===== src/logic/lecm_params.svh =====
// Purpose: constants for the lane error counter monitor
// Assumes: byte wide registers on a 12-bit register address space
// Notes:   definitions only
`ifndef LECM_PARAMS_SVH
`define LECM_PARAMS_SVH

// ----------------------------------------------------------------
// register addresses
// ----------------------------------------------------------------
`define LECM_ADDR_W        12
`define LECM_DATA_W        8
`define LECM_ADDR_SUM      12'h045D
`define LECM_ADDR_MON      12'h046B
`define LECM_ADDR_DIS      12'h046D

// ----------------------------------------------------------------
// field positions and reset values
// ----------------------------------------------------------------
`define LECM_LANE_MSB      6
`define LECM_LANE_LSB      4
`define LECM_KIND_MSB      1
`define LECM_KIND_LSB      0
`define LECM_DIS_CLR_BIT   5
`define LECM_DIS_LANE_MSB  2
`define LECM_SUM_RST       8'h45
`define LECM_RDATA_RST     8'h00

`endif


===== src/logic/lecm_pkg.sv =====
// Purpose: shared types of the lane error counter monitor
// Assumes: lecm_params.svh supplies the widths
// Notes:   no imports; users write lecm_pkg::name
`include "lecm_params.svh"

package lecm_pkg;

  // ----------------------------------------------------------------
  // counter kinds as chosen by the counter selector
  // ----------------------------------------------------------------
  typedef enum logic [1:0]
  {
    LECM_KIND_DISP  = 2'b00,
    LECM_KIND_TABLE = 2'b01,
    LECM_KIND_CTRL  = 2'b10,
    LECM_KIND_NONE  = 2'b11
  } lecm_kind_t;

  // ----------------------------------------------------------------
  // one register access request
  // ----------------------------------------------------------------
  typedef struct packed
  {
    logic                      wr;
    logic                      rd;
    logic [`LECM_ADDR_W-1:0]   addr;
    logic [`LECM_DATA_W-1:0]   wdata;
  } lecm_req_t;

endpackage : lecm_pkg


===== src/logic/lecm_top.sv =====
// Purpose: checksum byte and indirect per-lane error counter readback
// Assumes: register port and lane error strobes on CORE_CLK_I
// Notes:   read data appears one cycle after the read strobe
`timescale 1ns/100ps
`include "lecm_params.svh"

module lecm_top
#(
  parameter int LANES = 8,
  parameter int CNT_W = 8
)
(
  // clock and reset
  input  wire logic                     CORE_CLK_I,
  input  wire logic                     RST_I,
  // register port
  input  wire lecm_pkg::lecm_req_t      REG_REQ_I,
  output logic [`LECM_DATA_W-1:0]       REG_RDATA_O,
  output logic                          REG_RVALID_O,
  // per-lane error strobes from the lane decoders
  input  wire logic [LANES-1:0]         DISP_ERR_I,
  input  wire logic [LANES-1:0]         TABLE_ERR_I,
  input  wire logic [LANES-1:0]         CTRL_ERR_I,
  // checksum byte for the link parameter checker
  output logic [`LECM_DATA_W-1:0]       LANE_ZERO_PARAM_SUM_O
);

  // ----------------------------------------------------------------
  // elaboration checks
  // ----------------------------------------------------------------
  if (LANES < 1 || LANES > 8)
  begin : g_bad_lanes
    $error("LANES must be 1 to 8");
  end
  if (CNT_W != `LECM_DATA_W)
  begin : g_bad_cnt
    $error("CNT_W must equal the register width");
  end

  // ----------------------------------------------------------------
  // declarations
  // ----------------------------------------------------------------
  localparam logic [CNT_W-1:0] CNT_MAX = {CNT_W{1'b1}};

  logic [`LECM_DATA_W-1:0]  lane_zero_param_sum_r;
  logic [2:0]               lane_pick_r;
  lecm_pkg::lecm_kind_t     counter_pick_r;
  logic [CNT_W-1:0]         cnt_r [3][LANES];
  logic [LANES-1:0]         err_ev [3];
  logic                     wr_sum;
  logic                     wr_mon;
  logic                     wr_dis;
  logic                     rd_any;
  logic                     dis_clr;
  logic [2:0]               dis_lane;
  logic [`LECM_DATA_W-1:0]  counter_readback;
  logic [`LECM_DATA_W-1:0]  rdata_nxt;

  // saturating increment shared by all counters
  function automatic logic [CNT_W-1:0] sat_inc(input logic [CNT_W-1:0] v);
    sat_inc = (v == CNT_MAX) ? v : v + 1'b1;
  endfunction : sat_inc

  // ----------------------------------------------------------------
  // address decode
  // ----------------------------------------------------------------
  assign wr_sum   = REG_REQ_I.wr && (REG_REQ_I.addr == `LECM_ADDR_SUM);
  assign wr_mon   = REG_REQ_I.wr && (REG_REQ_I.addr == `LECM_ADDR_MON);
  assign wr_dis   = REG_REQ_I.wr && (REG_REQ_I.addr == `LECM_ADDR_DIS);
  assign rd_any   = REG_REQ_I.rd;
  assign dis_clr  = wr_dis && REG_REQ_I.wdata[`LECM_DIS_CLR_BIT];
  assign dis_lane = REG_REQ_I.wdata[`LECM_DIS_LANE_MSB:0];
  assign err_ev[0] = DISP_ERR_I;
  assign err_ev[1] = TABLE_ERR_I;
  assign err_ev[2] = CTRL_ERR_I;

  // ----------------------------------------------------------------
  // checksum byte
  // ----------------------------------------------------------------
  // checksum storage
  // the device only stores it; software computes the sum
  always_ff @(posedge CORE_CLK_I or posedge RST_I)
  begin
    if (RST_I)
      lane_zero_param_sum_r <= `LECM_SUM_RST;
    else if (wr_sum)
      lane_zero_param_sum_r <= REG_REQ_I.wdata;
  end

  assign LANE_ZERO_PARAM_SUM_O = lane_zero_param_sum_r;

  // ----------------------------------------------------------------
  // selectors, write only
  // ----------------------------------------------------------------
  // selector capture
  always_ff @(posedge CORE_CLK_I or posedge RST_I)
  begin
    if (RST_I)
    begin
      lane_pick_r    <= 3'h0;
      counter_pick_r <= lecm_pkg::LECM_KIND_DISP;
    end
    else if (wr_mon)
    begin
      lane_pick_r    <= REG_REQ_I.wdata[`LECM_LANE_MSB:`LECM_LANE_LSB];
      counter_pick_r <= lecm_pkg::lecm_kind_t'(REG_REQ_I.wdata[`LECM_KIND_MSB:`LECM_KIND_LSB]);
    end
  end

  // ----------------------------------------------------------------
  // per-lane error counters
  // ----------------------------------------------------------------
  // counting with saturation
  // clear then count in the same cycle, so an error never gets lost
  always_ff @(posedge CORE_CLK_I or posedge RST_I)
  begin
    if (RST_I)
    begin
      for (int k = 0; k < 3; k++)
        for (int l = 0; l < LANES; l++)
          cnt_r[k][l] <= '0;
    end
    else
    begin
      for (int k = 0; k < 3; k++)
        for (int l = 0; l < LANES; l++)
        begin
          if (k == 0 && dis_clr && dis_lane == 3'(l))
            cnt_r[k][l] <= err_ev[k][l] ? CNT_W'(1) : '0;
          else if (err_ev[k][l])
            cnt_r[k][l] <= sat_inc(cnt_r[k][l]);
        end
    end
  end

  // ----------------------------------------------------------------
  // indirect readback
  // ----------------------------------------------------------------
  // kind decode and counter mux
  // lanes beyond LANES and the unused kind read as zero
  always_comb
  begin
    counter_readback = '0;
    if (int'(lane_pick_r) < LANES)
    begin
      unique case (counter_pick_r)
        lecm_pkg::LECM_KIND_DISP  : counter_readback = cnt_r[0][lane_pick_r];
        lecm_pkg::LECM_KIND_TABLE : counter_readback = cnt_r[1][lane_pick_r];
        lecm_pkg::LECM_KIND_CTRL  : counter_readback = cnt_r[2][lane_pick_r];
        lecm_pkg::LECM_KIND_NONE  : counter_readback = '0;
      endcase
    end
  end

  // read data mux; unmapped addresses answer zero
  always_comb
  begin
    rdata_nxt = `LECM_RDATA_RST;
    if (REG_REQ_I.addr == `LECM_ADDR_SUM)
      rdata_nxt = lane_zero_param_sum_r;
    else if (REG_REQ_I.addr == `LECM_ADDR_MON)
      rdata_nxt = counter_readback;
  end

  always_ff @(posedge CORE_CLK_I or posedge RST_I)
  begin
    if (RST_I)
    begin
      REG_RDATA_O  <= `LECM_RDATA_RST;
      REG_RVALID_O <= 1'b0;
    end
    else
    begin
      REG_RVALID_O <= rd_any;
      if (rd_any)
        REG_RDATA_O <= rdata_nxt;
    end
  end
endmodule : lecm_top


===== config.mk =====
export PLATFORM = sky130hd
export DESIGN_NAME = lecm_top
export DESIGN_NICKNAME = d
export VERILOG_FILES = /design/src/logic/lecm_pkg.sv /design/src/logic/lecm_top.sv
export VERILOG_INCLUDE_DIRS = /design/src /design/src/logic
export SDC_FILE = /design/constraint.sdc
export NUM_CORES = 1
export LEC_CHECK = 0
export ABC_AREA = 1
export BUFFER_PORTS_ARGS = -buffer_cell sky130_fd_sc_hd__buf_2
export CORE_MARGIN = 3
export CORE_UTILIZATION = 45
export CTS_CLUSTER_SIZE = 12
export DETAILED_ROUTE_END_ITERATION = 16
export PLACE_DENSITY = 0.65
export SLEW_MARGIN = 15
export SYNTH_ARGS = -nofsm -noshare
export SYNTH_HDL_FRONTEND = slang
export SYNTH_SLANG_ARGS = --single-unit

===== constraint.sdc =====
create_clock -name CORE_CLK_I -period 6.3 [get_ports CORE_CLK_I]
set_input_delay 0.945 -clock CORE_CLK_I [delete_from_list [all_inputs] [get_ports CORE_CLK_I]]
set_output_delay 0.945 -clock CORE_CLK_I [all_outputs]
set_load 0.02 [all_outputs]

# After elaboration in Yosys (flattened, before gate mapping)
# Index checks and enable logic that the tools add are counted.
[word_totals] latchBits=0 mem_bits_rw=0 mem_count=0 in_bits=48 rom_bits=0 register_bits=214
[classes] muxes=44 n_addsub=24 div=0 n_eq_ne=45 n_reduce_logical=46 n_mul=0 n_shift=0 order_cmp=1 n_bitwise=17
[op_table] cell="$mux W8" count=32
[op_table] cell="$add A8 B1 Y8 const B" count=24
[op_table] cell="$eq A8 B8 Y1 const B" count=24
[op_table] cell="$bmux W8 S3" count=3
[op_table] cell="$reduce_and A2 Y1" count=24
[op_table] cell="$eq A12 B11 Y1 const B" count=3
[op_table] cell="$pmux W8 S4" count=1
[op_table] cell="$ne A2 B2 Y1 const B" count=8
[op_table] cell="$not A1 Y1" count=16
[op_table] cell="$reduce_bool A2 Y1" count=8
[op_table] cell="$eq A3 B3 Y1 const B" count=4
[op_table] cell="$logic_and A1 B1 Y1" count=12
[op_table] cell="$mux W1" count=8
[op_table] cell="$eq A3 B2 Y1 const B" count=2
[op_table] cell="$eq A2 B2 Y1 const B" count=2
[op_table] cell="$ge A4 B4 Y1 const B" count=1
[op_table] cell="$not A3 Y4" count=1
[op_table] cell="$eq A3 B1 Y1 const B" count=1
[op_table] cell="$logic_not A3 Y1" count=1
[op_table] cell="$eq A2 B1 Y1 const B" count=1
[op_table] cell="$logic_not A2 Y1" count=1

# Depth between registers and ports, before layout
# Gate-level depths: netlist (run 1).
[logic_depth] ltp_word=7 depth_mapped=11 mapped_depth_nobuf=11

# Worst setup path after synthesis (run 1)
# No wires, ideal clock.
[synth_timing] path_kind="input to register" start="input port REG_REQ_I[17] (netlist bit)" end="register cnt_r[144] (netlist bit)" required_ns=6.176 setup_time_ns=0.124 arrival_ns=1.870 cell_stages=8 n_path_buf=0 slack_ns=4.306 path_cell_list="nor2_1 > nand3_2 > nor2_1 > nand4_2 > nand2_2 > inv_2 > nand2_1 > nand3_1"
[synth_between] elab_chain_cells=6 elab_cells_between_ends=8
[synth_rtl] item="start, declared" line="lecm_top.sv:17" source="input wire lecm_pkg::lecm_req_t REG_REQ_I,"
[synth_rtl] item="$eq A12 B11 Y1 (no source line) *"
[synth_rtl] item="$logic_and A1 B1 Y1 *" line="lecm_top.sv:69" source="assign wr_dis = REG_REQ_I.wr && (REG_REQ_I.addr == `LECM_ADDR_DIS);"
[synth_rtl] item="$logic_and A1 B1 Y1 *" line="lecm_top.sv:71" source="assign dis_clr = wr_dis && REG_REQ_I.wdata[`LECM_DIS_CLR_BIT];"
[synth_rtl] item="$logic_and A1 B1 Y1 *" line="lecm_top.sv:128" source="if (k == 0 && dis_clr && dis_lane == 3'(l))"
[synth_rtl] item="$ne A2 B2 Y1 (no source line) / $reduce_bool A2 Y1 (equally long branches)"
[synth_rtl] item="$reduce_and A2 Y1 (no source line)"
[synth_rtl] item="end signal, assigned by index" line="lecm_top.sv:129" source="cnt_r[k][l] <= err_ev[k][l] ? CNT_W'(1) : '0;"
[synth_rtl] item="end signal, assigned by index" line="lecm_top.sv:131" source="cnt_r[k][l] <= sat_inc(cnt_r[k][l]);"
[synth_rtl] item="end, declared" line="lecm_top.sv:48" source="logic [CNT_W-1:0] cnt_r [3][LANES];"
# Mark *: on every way between the ends. The rest lies on a longest branch, timed or not.
# A chain may end at the register's enable or synchronous reset.

# Final worst setup path (run 1)
[layout_timing] start="register lane_pick_r[0]" end="register REG_RDATA_O[5]"
[layout_between] elab_chain_cells=7 elab_cells_between_ends=13
[layout_rtl] item="start, declared" line="lecm_top.sv:46" source="logic [2:0] lane_pick_r;"
[layout_rtl] item="start signal, assigned" line="lecm_top.sv:105" source="lane_pick_r <= REG_REQ_I.wdata[`LECM_LANE_MSB:`LECM_LANE_LSB];"
[layout_rtl] item="$not A3 Y4 (implied by the code) *" line="lecm_top.sv:147, lecm_top.sv:148, lecm_top.sv:149"
[layout_rtl] item="$bmux W8 S3 (on tied branches)" line="lecm_top.sv:149, lecm_top.sv:147, lecm_top.sv:148"
[layout_rtl] item="$mux W8 (on tied branches) (2 in a row)" line="lecm_top.sv:149, lecm_top.sv:147, lecm_top.sv:148"
[layout_rtl] item="$pmux W8 S4 *" line="lecm_top.sv:146" source="unique case (counter_pick_r)"
[layout_rtl] item="$mux W8 *" line="lecm_top.sv:161" source="else if (REG_REQ_I.addr == `LECM_ADDR_MON)"
[layout_rtl] item="$mux W8 *" line="lecm_top.sv:159" source="if (REG_REQ_I.addr == `LECM_ADDR_SUM)"
[layout_rtl] item="end signal, assigned" line="lecm_top.sv:169" source="REG_RDATA_O <= `LECM_RDATA_RST;"
[layout_rtl] item="end signal, assigned" line="lecm_top.sv:176" source="REG_RDATA_O <= rdata_nxt;"
[layout_rtl] item="end, declared" line="lecm_top.sv:18" source="output logic [`LECM_DATA_W-1:0] REG_RDATA_O,"
# Mark *: on every way between the ends. The rest lies on a longest branch, timed or not. The select of a mux whose other input is x is not followed.

==> results.cfg, run 1 <==
[pwr]
leakagePower_nw = 7.35
p_total_w = 0.00607
power.density_mw_per_mm2 = 411
ir_drop_v = 0.000211

[detailed_routing]
num_vias = 11610
drc_errors = 0
first_pass_iters = 5
viasPerCell = 5.24
avgRoutedWirePerCell_um = 15.1
ant_nets = 0
drt_iter0_drc = 878
finalWirelength_um = 33400

[critical_path]
crit_type = flip-flop to flip-flop
r2r_setup_slack_ns = 3.79
r2r-start = lane_pick_r[0]$_DFFE_PP0P_
cp.arrival_ns = 2.96
cp-end-kind = flip-flop
path_cells = inv_2 -> buf_4 -> nand2_1 -> nand3_1 -> nand3_1 -> nand2_1 -> nand2_1 -> nand3_1 -> nand2_1 -> a21oi_1
worstSetupStartpointType = flip-flop
critPathMaxFanout = 49
critPathMaxStageDelay_ns = 0.56
worst_r2r_endpoint = REG_RDATA_O[5]$_DFFE_PP0P_
cp_slowest_cell = buf_4
cpLargestDelayFamily = buffers and inverters
critPathBufInv = 2
worstPathRequired_ns = 6.75
reg2regPathDepth = 10
cpMostUsedCell = nand2_1

[finish]
syn_to_final_growth_pct = 11.1
fillCellCount = 2835
nets = 1885
diodes = 0
utilization_pct = 51.1
layout-drive-gt1-share_pct = 11.3

[clock_tree]
post-cts-setup-buffers = 0
cts.sinks = 214
htreeDepth = 1
clock_latency_ns = 0.54
root_buffer = clkbuf_16
clockBufferDepth = 3
hold_buffers = 0
cts_resized = 0
clk_pin_slew_ns = 0.06
cts_tree = done
numCtsBuffers = 27

[placed_design]
post-dp-hpwl_um = 24600
numPortBuffers = 64
dpl_worst_slack_ns = 3.84
gp_congestion = 0.922

[sta]
setup-tns-final_ns = 0
post-route-period-util_pct = 39.8
max_freq_mhz = 399
finalClockSkew_ns = 0.0180
setup-violations-final = 0
setup_slack_ns = 3.79
finalHoldViolations = 0
maxSlewViolCount = 0
worstMarginPinSlew_ns = 1.06
max_slew_margin_pct = 29.0
rsz0062_at_grt = false
period_needed_ns = 2.51

[floorplanning]
dieWidth_um = 178
start_util_pct = 46.0
core-area_sq_mm = 0.0289
boundaryPins = 65
die_y_um = 178
dieArea_sq_mm = 0.0316
num_rows = 62

[global_routing]
grt_remaining_overflow = 0
grtUsageTotal_pct = 21.2
grt_pass1_vias = 10977
grt_max_degree = 129
grt_pass1_wl_um = 55000
grt_antenna_before_repair = 0

[synthesis]
synth_seq_cells = 214
async_flop_share_pct = 100
synth-edff-count = 0
syn_area_per_cell_sq_um = 7.57
ys_seq_area_share_pct = 40.4
ys_types = 49
ys.flop_type = dfrtp_1
ys_warn_count = 0
synthCells = 1755
synth_nets = 1827
synth_area_sq_mm = 0.0133

[flow_run]
cap_violations = 0

[min_path]
hold_path.class = input port to asynchronous set/reset pin

[run_status]
status = finished clean
[worst reg2reg max path, cell delays in order, from the launching register on]
cell and delay [ns]:
dfrtp_4 0.47, inv_2 0.48, buf_4 0.56, nand2_1 0.13, nand3_1 0.10, nand3_1 0.13, nand2_1 0.19, nand2_1 0.07
nand3_1 0.10, nand2_1 0.08, a21oi_1 0.13
[routing by layer]
metal  share of wire (%)  up-vias  GRT usage (%)
met4                 2.8        0           5.89
li1                    -     5812              -
met1                  46     5444           29.6
met5                   0        -              0
met2                  47      293           34.7
met3                 4.8       61           2.74
[where the power goes]
part           switching [W]  internal, W
combinational        0.00124     0.000778
sequential          0.000594      0.00195
clock               0.000595     0.000911
total                0.00243      0.00364
[how the worst max path moves through the flow]
| stage | from | endpoint | slack (ns) | depth (start not counted) |
|---|---|---|---|---|
| floorplan | RST_I | LANE_ZERO_PARAM_SUM_O[1]$_DFFE_PP0P_ | 2.57 | 1 |
| global placement | lane_pick_r[0]$_DFFE_PP0P_ | REG_RDATA_O[7]$_DFFE_PP0P_ | 3.87 | 10 |
| detailed placement | lane_pick_r[0]$_DFFE_PP0P_ | REG_RDATA_O[5]$_DFFE_PP0P_ | 3.84 | 10 |
| CTS | lane_pick_r[0]$_DFFE_PP0P_ | REG_RDATA_O[5]$_DFFE_PP0P_ | 3.83 | 10 |
| global route | lane_pick_r[0]$_DFFE_PP0P_ | REG_RDATA_O[5]$_DFFE_PP0P_ | 3.59 | 10 |
| finish | lane_pick_r[0]$_DFFE_PP0P_ | REG_RDATA_O[5]$_DFFE_PP0P_ | 3.79 | 10 |
[cell type report]
| class | instances | area (sq um) | area share [%] |
|---|---|---|---|
| clock inverters | 10 | 104 | 0.704 |
| multi-input cells | 1261 | 6780 | 45.9 |
| repair buffers | 70 | 378 | 2.56 |
| well taps | 384 | 480 | 3.26 |
| flip-flops and latches | 214 | 5360 | 36.3 |
| inverters | 239 | 901 | 6.10 |
| clock buffers | 37 | 753 | 5.10 |
[cells in the mapped netlist, types with 2 or more instances]
cell	instances	share of area (%)
buf_4	5	0.28
nand2_4	4	0.34
and3_1	3	0.14
nand3_2	14	1.1
inv_2	15	0.42
nor4_4	3	0.48
mux2_2	2	0.17
xnor2_1	15	0.99
a31oi_1	11	0.52
xor2_1	107	7.1
buf_1	4	0.11
nand3_1	300	11
or2_2	6	0.28
nor2_1	102	2.9
clkbuf_1	6	0.17
a21oi_1	42	1.6
buf_2	20	0.75
dfstp_2	3	0.59
nor4_2	8	0.75
inv_1	223	6.3
nor2_4	2	0.17
nor3_1	38	1.4
dfrtp_1	211	40
nor2_2	5	0.24
nand2_2	20	0.94
nor3_2	3	0.23
ha_1	24	2.3
buf_6	6	0.51
nor3b_1	2	0.11
nand4_1	42	2.0
o211ai_1	13	0.73
nand3b_1	7	0.40
nor3_4	3	0.37
nor4_1	2	0.094
o21ai_1	7	0.26
o21ai_0	25	0.94
nand2_1	440	12
[flip-flops by register name (all words and copies together), names as in the netlist]
name	cells
lane_pick_r	3
LANE_ZERO_PARAM_SUM_O	8
counter_pick_r	2
REG_RVALID_O	1
cnt_r	192
REG_RDATA_O	8
[logic make-up (layout without fill, tap and decap cells)]
kind of cell,count (synthesis),count (layout),share of synthesized area [%]
AOI/OAI and AO/OA,104,104,4.44
xor gates and xnor gates,122,122,8.05
adders and majority gates,24,24,2.26
buffers and inverters,280,356,8.58
DFF,214,214,40.4
muxes,3,3,0.245
and+or+nand+nor,1008,1008,36.1
[cell usage in the layout (no fill, tap or decap), types with 15 or more instances in the layout]
cell and count:
buf_2 64, o21ai_0 25, inv_2 15, nand2_1 440
inv_1 222, nand4_1 42, xnor2_1 15, xor2_1 107
ha_1 24, clkbuf_16 27, nor3_1 38, a21oi_1 42
nand3_1 300, nand2_2 20, nor2_1 102, dfrtp_1 210
[per-stage QoR]
| step | hold slack, ns | instance area, sq um | std cells |
|---|---|---|---|
| after detailed placement | 0.493 | 13900 | 2168 |
| after floorplan | 0.464 | 13300 | 1755 |
| after CTS | 0.489 | 14800 | 2215 |
| after global placement | 0.490 | 13900 | 2168 |
| after global routing | 0.513 | 14800 | 2215 |
| final | 0.483 | 14800 | 2215 |
(Power assumes the default switching activity.)
==> run 2, diff against run 1 <==
clock period = 2.1 ns   (was 6.3 ns; I/O delays follow)
==> run 2 against run 1 <==
Register-to-register slack lost 3.5 ns. Wire length grew 1.4%. Combinational power grew to 3.0 times the previous value. Critical path depth is the same. Hold slack lost 0.46 ns. Fmax grew 40%. Final cell count grew 0.77%. Sequential power grew to 3.0 times the previous value. Die area is the same. Critical path type unchanged. Largest power group unchanged.
==> results.cfg, run 2 (synthesis results as in run 1) <==
[finish]
utilization_pct = 51.9
diodes = 0
most-common-layout-cells = nand2_1, nand3_1, inv_1, dfrtp_1, xor2_1
syn_to_final_growth_pct = 12.8
largest_reg_flops = 192
fillCellCount = 2846
final_common_cell = nand2_1
top_register = cnt_r
nets = 1899
layout-drive-gt1-share_pct = 11.9

[sta]
maxSlewViolCount = 0
finalHoldViolations = 0
max_freq_mhz = 559
setup-violations-final = 0
post-route-period-util_pct = 85.2
finalClockSkew_ns = 0.0185
rsz0062_at_grt = false
max_slew_margin_pct = 67.6
worstMarginPinSlew_ns = 0.484
setup_slack_ns = 0.311
period_needed_ns = 1.79

[global_routing]
grt_max_degree = 87
grtUsageTotal_pct = 21.8
grt_pass1_vias = 11456
grt_antenna_before_repair = 0
grt_pass1_wl_um = 56600
grt_remaining_overflow = 0

[critical_path]
critPathBufInv = 2
critPathMaxFanout = 7
reg2regPathDepth = 10
cpLargestDelayFamily = simple AND/OR/NAND/NOR gates
r2r_setup_slack_ns = 0.31
startpoint = cnt_r[128]$_DFFE_PP0P_
worstPathRequired_ns = 2.52
worst_r2r_endpoint = cnt_r[133]$_DFFE_PP0P_
r2r-start = cnt_r[128]$_DFFE_PP0P_
cp_slowest_cell = dfrtp_1
cp-end-kind = flip-flop
path_depth = 10
crit_type = flip-flop to flip-flop
path_cells = ha_1 -> nand2_1 -> nor2_2 -> nand4_1 -> nand2_1 -> inv_1 -> nand3_1 -> inv_1 -> a21oi_1 -> nor2_1
worstSetupStartpointType = flip-flop
cp-endpoint = cnt_r[133]$_DFFE_PP0P_
critPathMaxStageDelay_ns = 0.43
cp.arrival_ns = 2.21

[detailed_routing]
first_pass_iters = 5
ant_nets = 0
finalWirelength_um = 33900
drt_iter0_drc = 846
avgRoutedWirePerCell_um = 15.2
viasPerCell = 5.30
num_vias = 11840
drc_errors = 0

[floorplanning]
die_y_um = 178
num_rows = 62
boundaryPins = 65
dieWidth_um = 178
dieArea_sq_mm = 0.0316
core-area_sq_mm = 0.0289
start_util_pct = 46.0

[clock_tree]
clk_pin_slew_ns = 0.06
numCtsBuffers = 27
clock_latency_ns = 0.54
clockBufferDepth = 3
htreeDepth = 1
cts_resized = 0
cts.sinks = 214
cts_tree = done
root_buffer = clkbuf_16

[placed_design]
numPortBuffers = 64
post-dp-hpwl_um = 25300
gp_congestion = 0.876
dpl_worst_slack_ns = 0.335

[pwr]
ir_drop_v = 0.000607
leakagePower_nw = 7.46
p_sw_share_pct = 39.7
pwr-share-clk_pct = 25.8
combPwrFrac_pct = 32.6
p_int_w = 0.0112
power.density_mw_per_mm2 = 1230
netSwitchingPower_w = 0.00733
p_seq_share_pct = 41.5

[flow_run]
cap_violations = 0

[run_status]
status = finished clean

[min_path]
hold_path.class = input port to flip-flop
## run 2: cell count changes in the layout (fill, tap and decap cells not counted), sizes merged
cell / previous run / this run
dlygate4sd3: 0 / 3
clkinv: 8 / 6
clkinvlp: 1 / 2
clkbuf: 37 / 40
buf: 70 / 81
bufinv: 2 / 3
## run 2: worst min-delay path by stage
stage	startpoint	endpoint	slack (ns)	cells past startpoint
after CTS	REG_REQ_I[7]	LANE_ZERO_PARAM_SUM_O[7]$_DFFE_PP0P_	0.004	2
after detailed placement	RST_I	cnt_r[160]$_DFFE_PP0P_	0.34	2
after global routing	REG_REQ_I[7]	LANE_ZERO_PARAM_SUM_O[7]$_DFFE_PP0P_	0.01	2
after floorplan	REG_REQ_I[20]	REG_RVALID_O$_DFF_PP0_	0.35	0
final	REG_REQ_I[7]	LANE_ZERO_PARAM_SUM_O[7]$_DFFE_PP0P_	0.02	2
after global placement	RST_I	cnt_r[160]$_DFFE_PP0P_	0.34	2
## run 2: power groups by stage
stage	Sequential [W]	Combinational [W]	Clock, W
detailed placement	0.00766	0.00604	0
global route	0.00793	0.00705	0.00504
finish	0.00767	0.00603	0.00477
CTS	0.00765	0.00607	0.00487
floorplan	0.00718	0.00481	0
global placement	0.00766	0.00585	0
## run 2: metal layers
layer  global-route usage (%)  up-vias  wire (um)
met5                        0        -          0
met4                     8.15        0       1340
met3                     2.78       84       1600
met2                     36.1      304      16000
met1                     29.3     5586      14900
li1                         -     5866          -
## run 2: per-stage QoR
step	std cells	area, sq um	TNS, ns	power [W]	hold slack (ns)
finish	2232	15000	0	0.0185	0.0186
global route	2232	15000	0	0.0200	0.0142
CTS	2232	15000	0	0.0186	0.00417
detailed placement	2179	14000	0	0.0137	0.338
global placement	2179	14000	0	0.0135	0.339
floorplan	1755	13300	-211.15	0.0120	0.346
## run 2: worst register-to-register path: stages, from the launching register on
cell,delay (ns)
dfrtp_1,0.43
ha_1,0.22
nand2_1,0.08
nor2_2,0.15
nand4_1,0.10
nand2_1,0.18
inv_1,0.16
nand3_1,0.14
inv_1,0.05
a21oi_1,0.13
nor2_1,0.05
## run 2: cell type report
class | instances | area, sq um | area share, %
Clock buffer | 40 | 785 | 5.24
Clock inverter | 10 | 131 | 0.877
Inverter | 239 | 901 | 6.01
Multi-Input combinational cell | 1261 | 6780 | 45.3
Sequential cell | 214 | 5360 | 35.8
Tap cell | 384 | 480 | 3.21
Timing Repair Buffer | 84 | 541 | 3.61
## run 2: repair_timing
item	4_1_cts	5_1_grt
hold buffers	3	0
setup endpoints to repair	0	0
hold endpoints to repair	9	0
buffers inserted	0	0
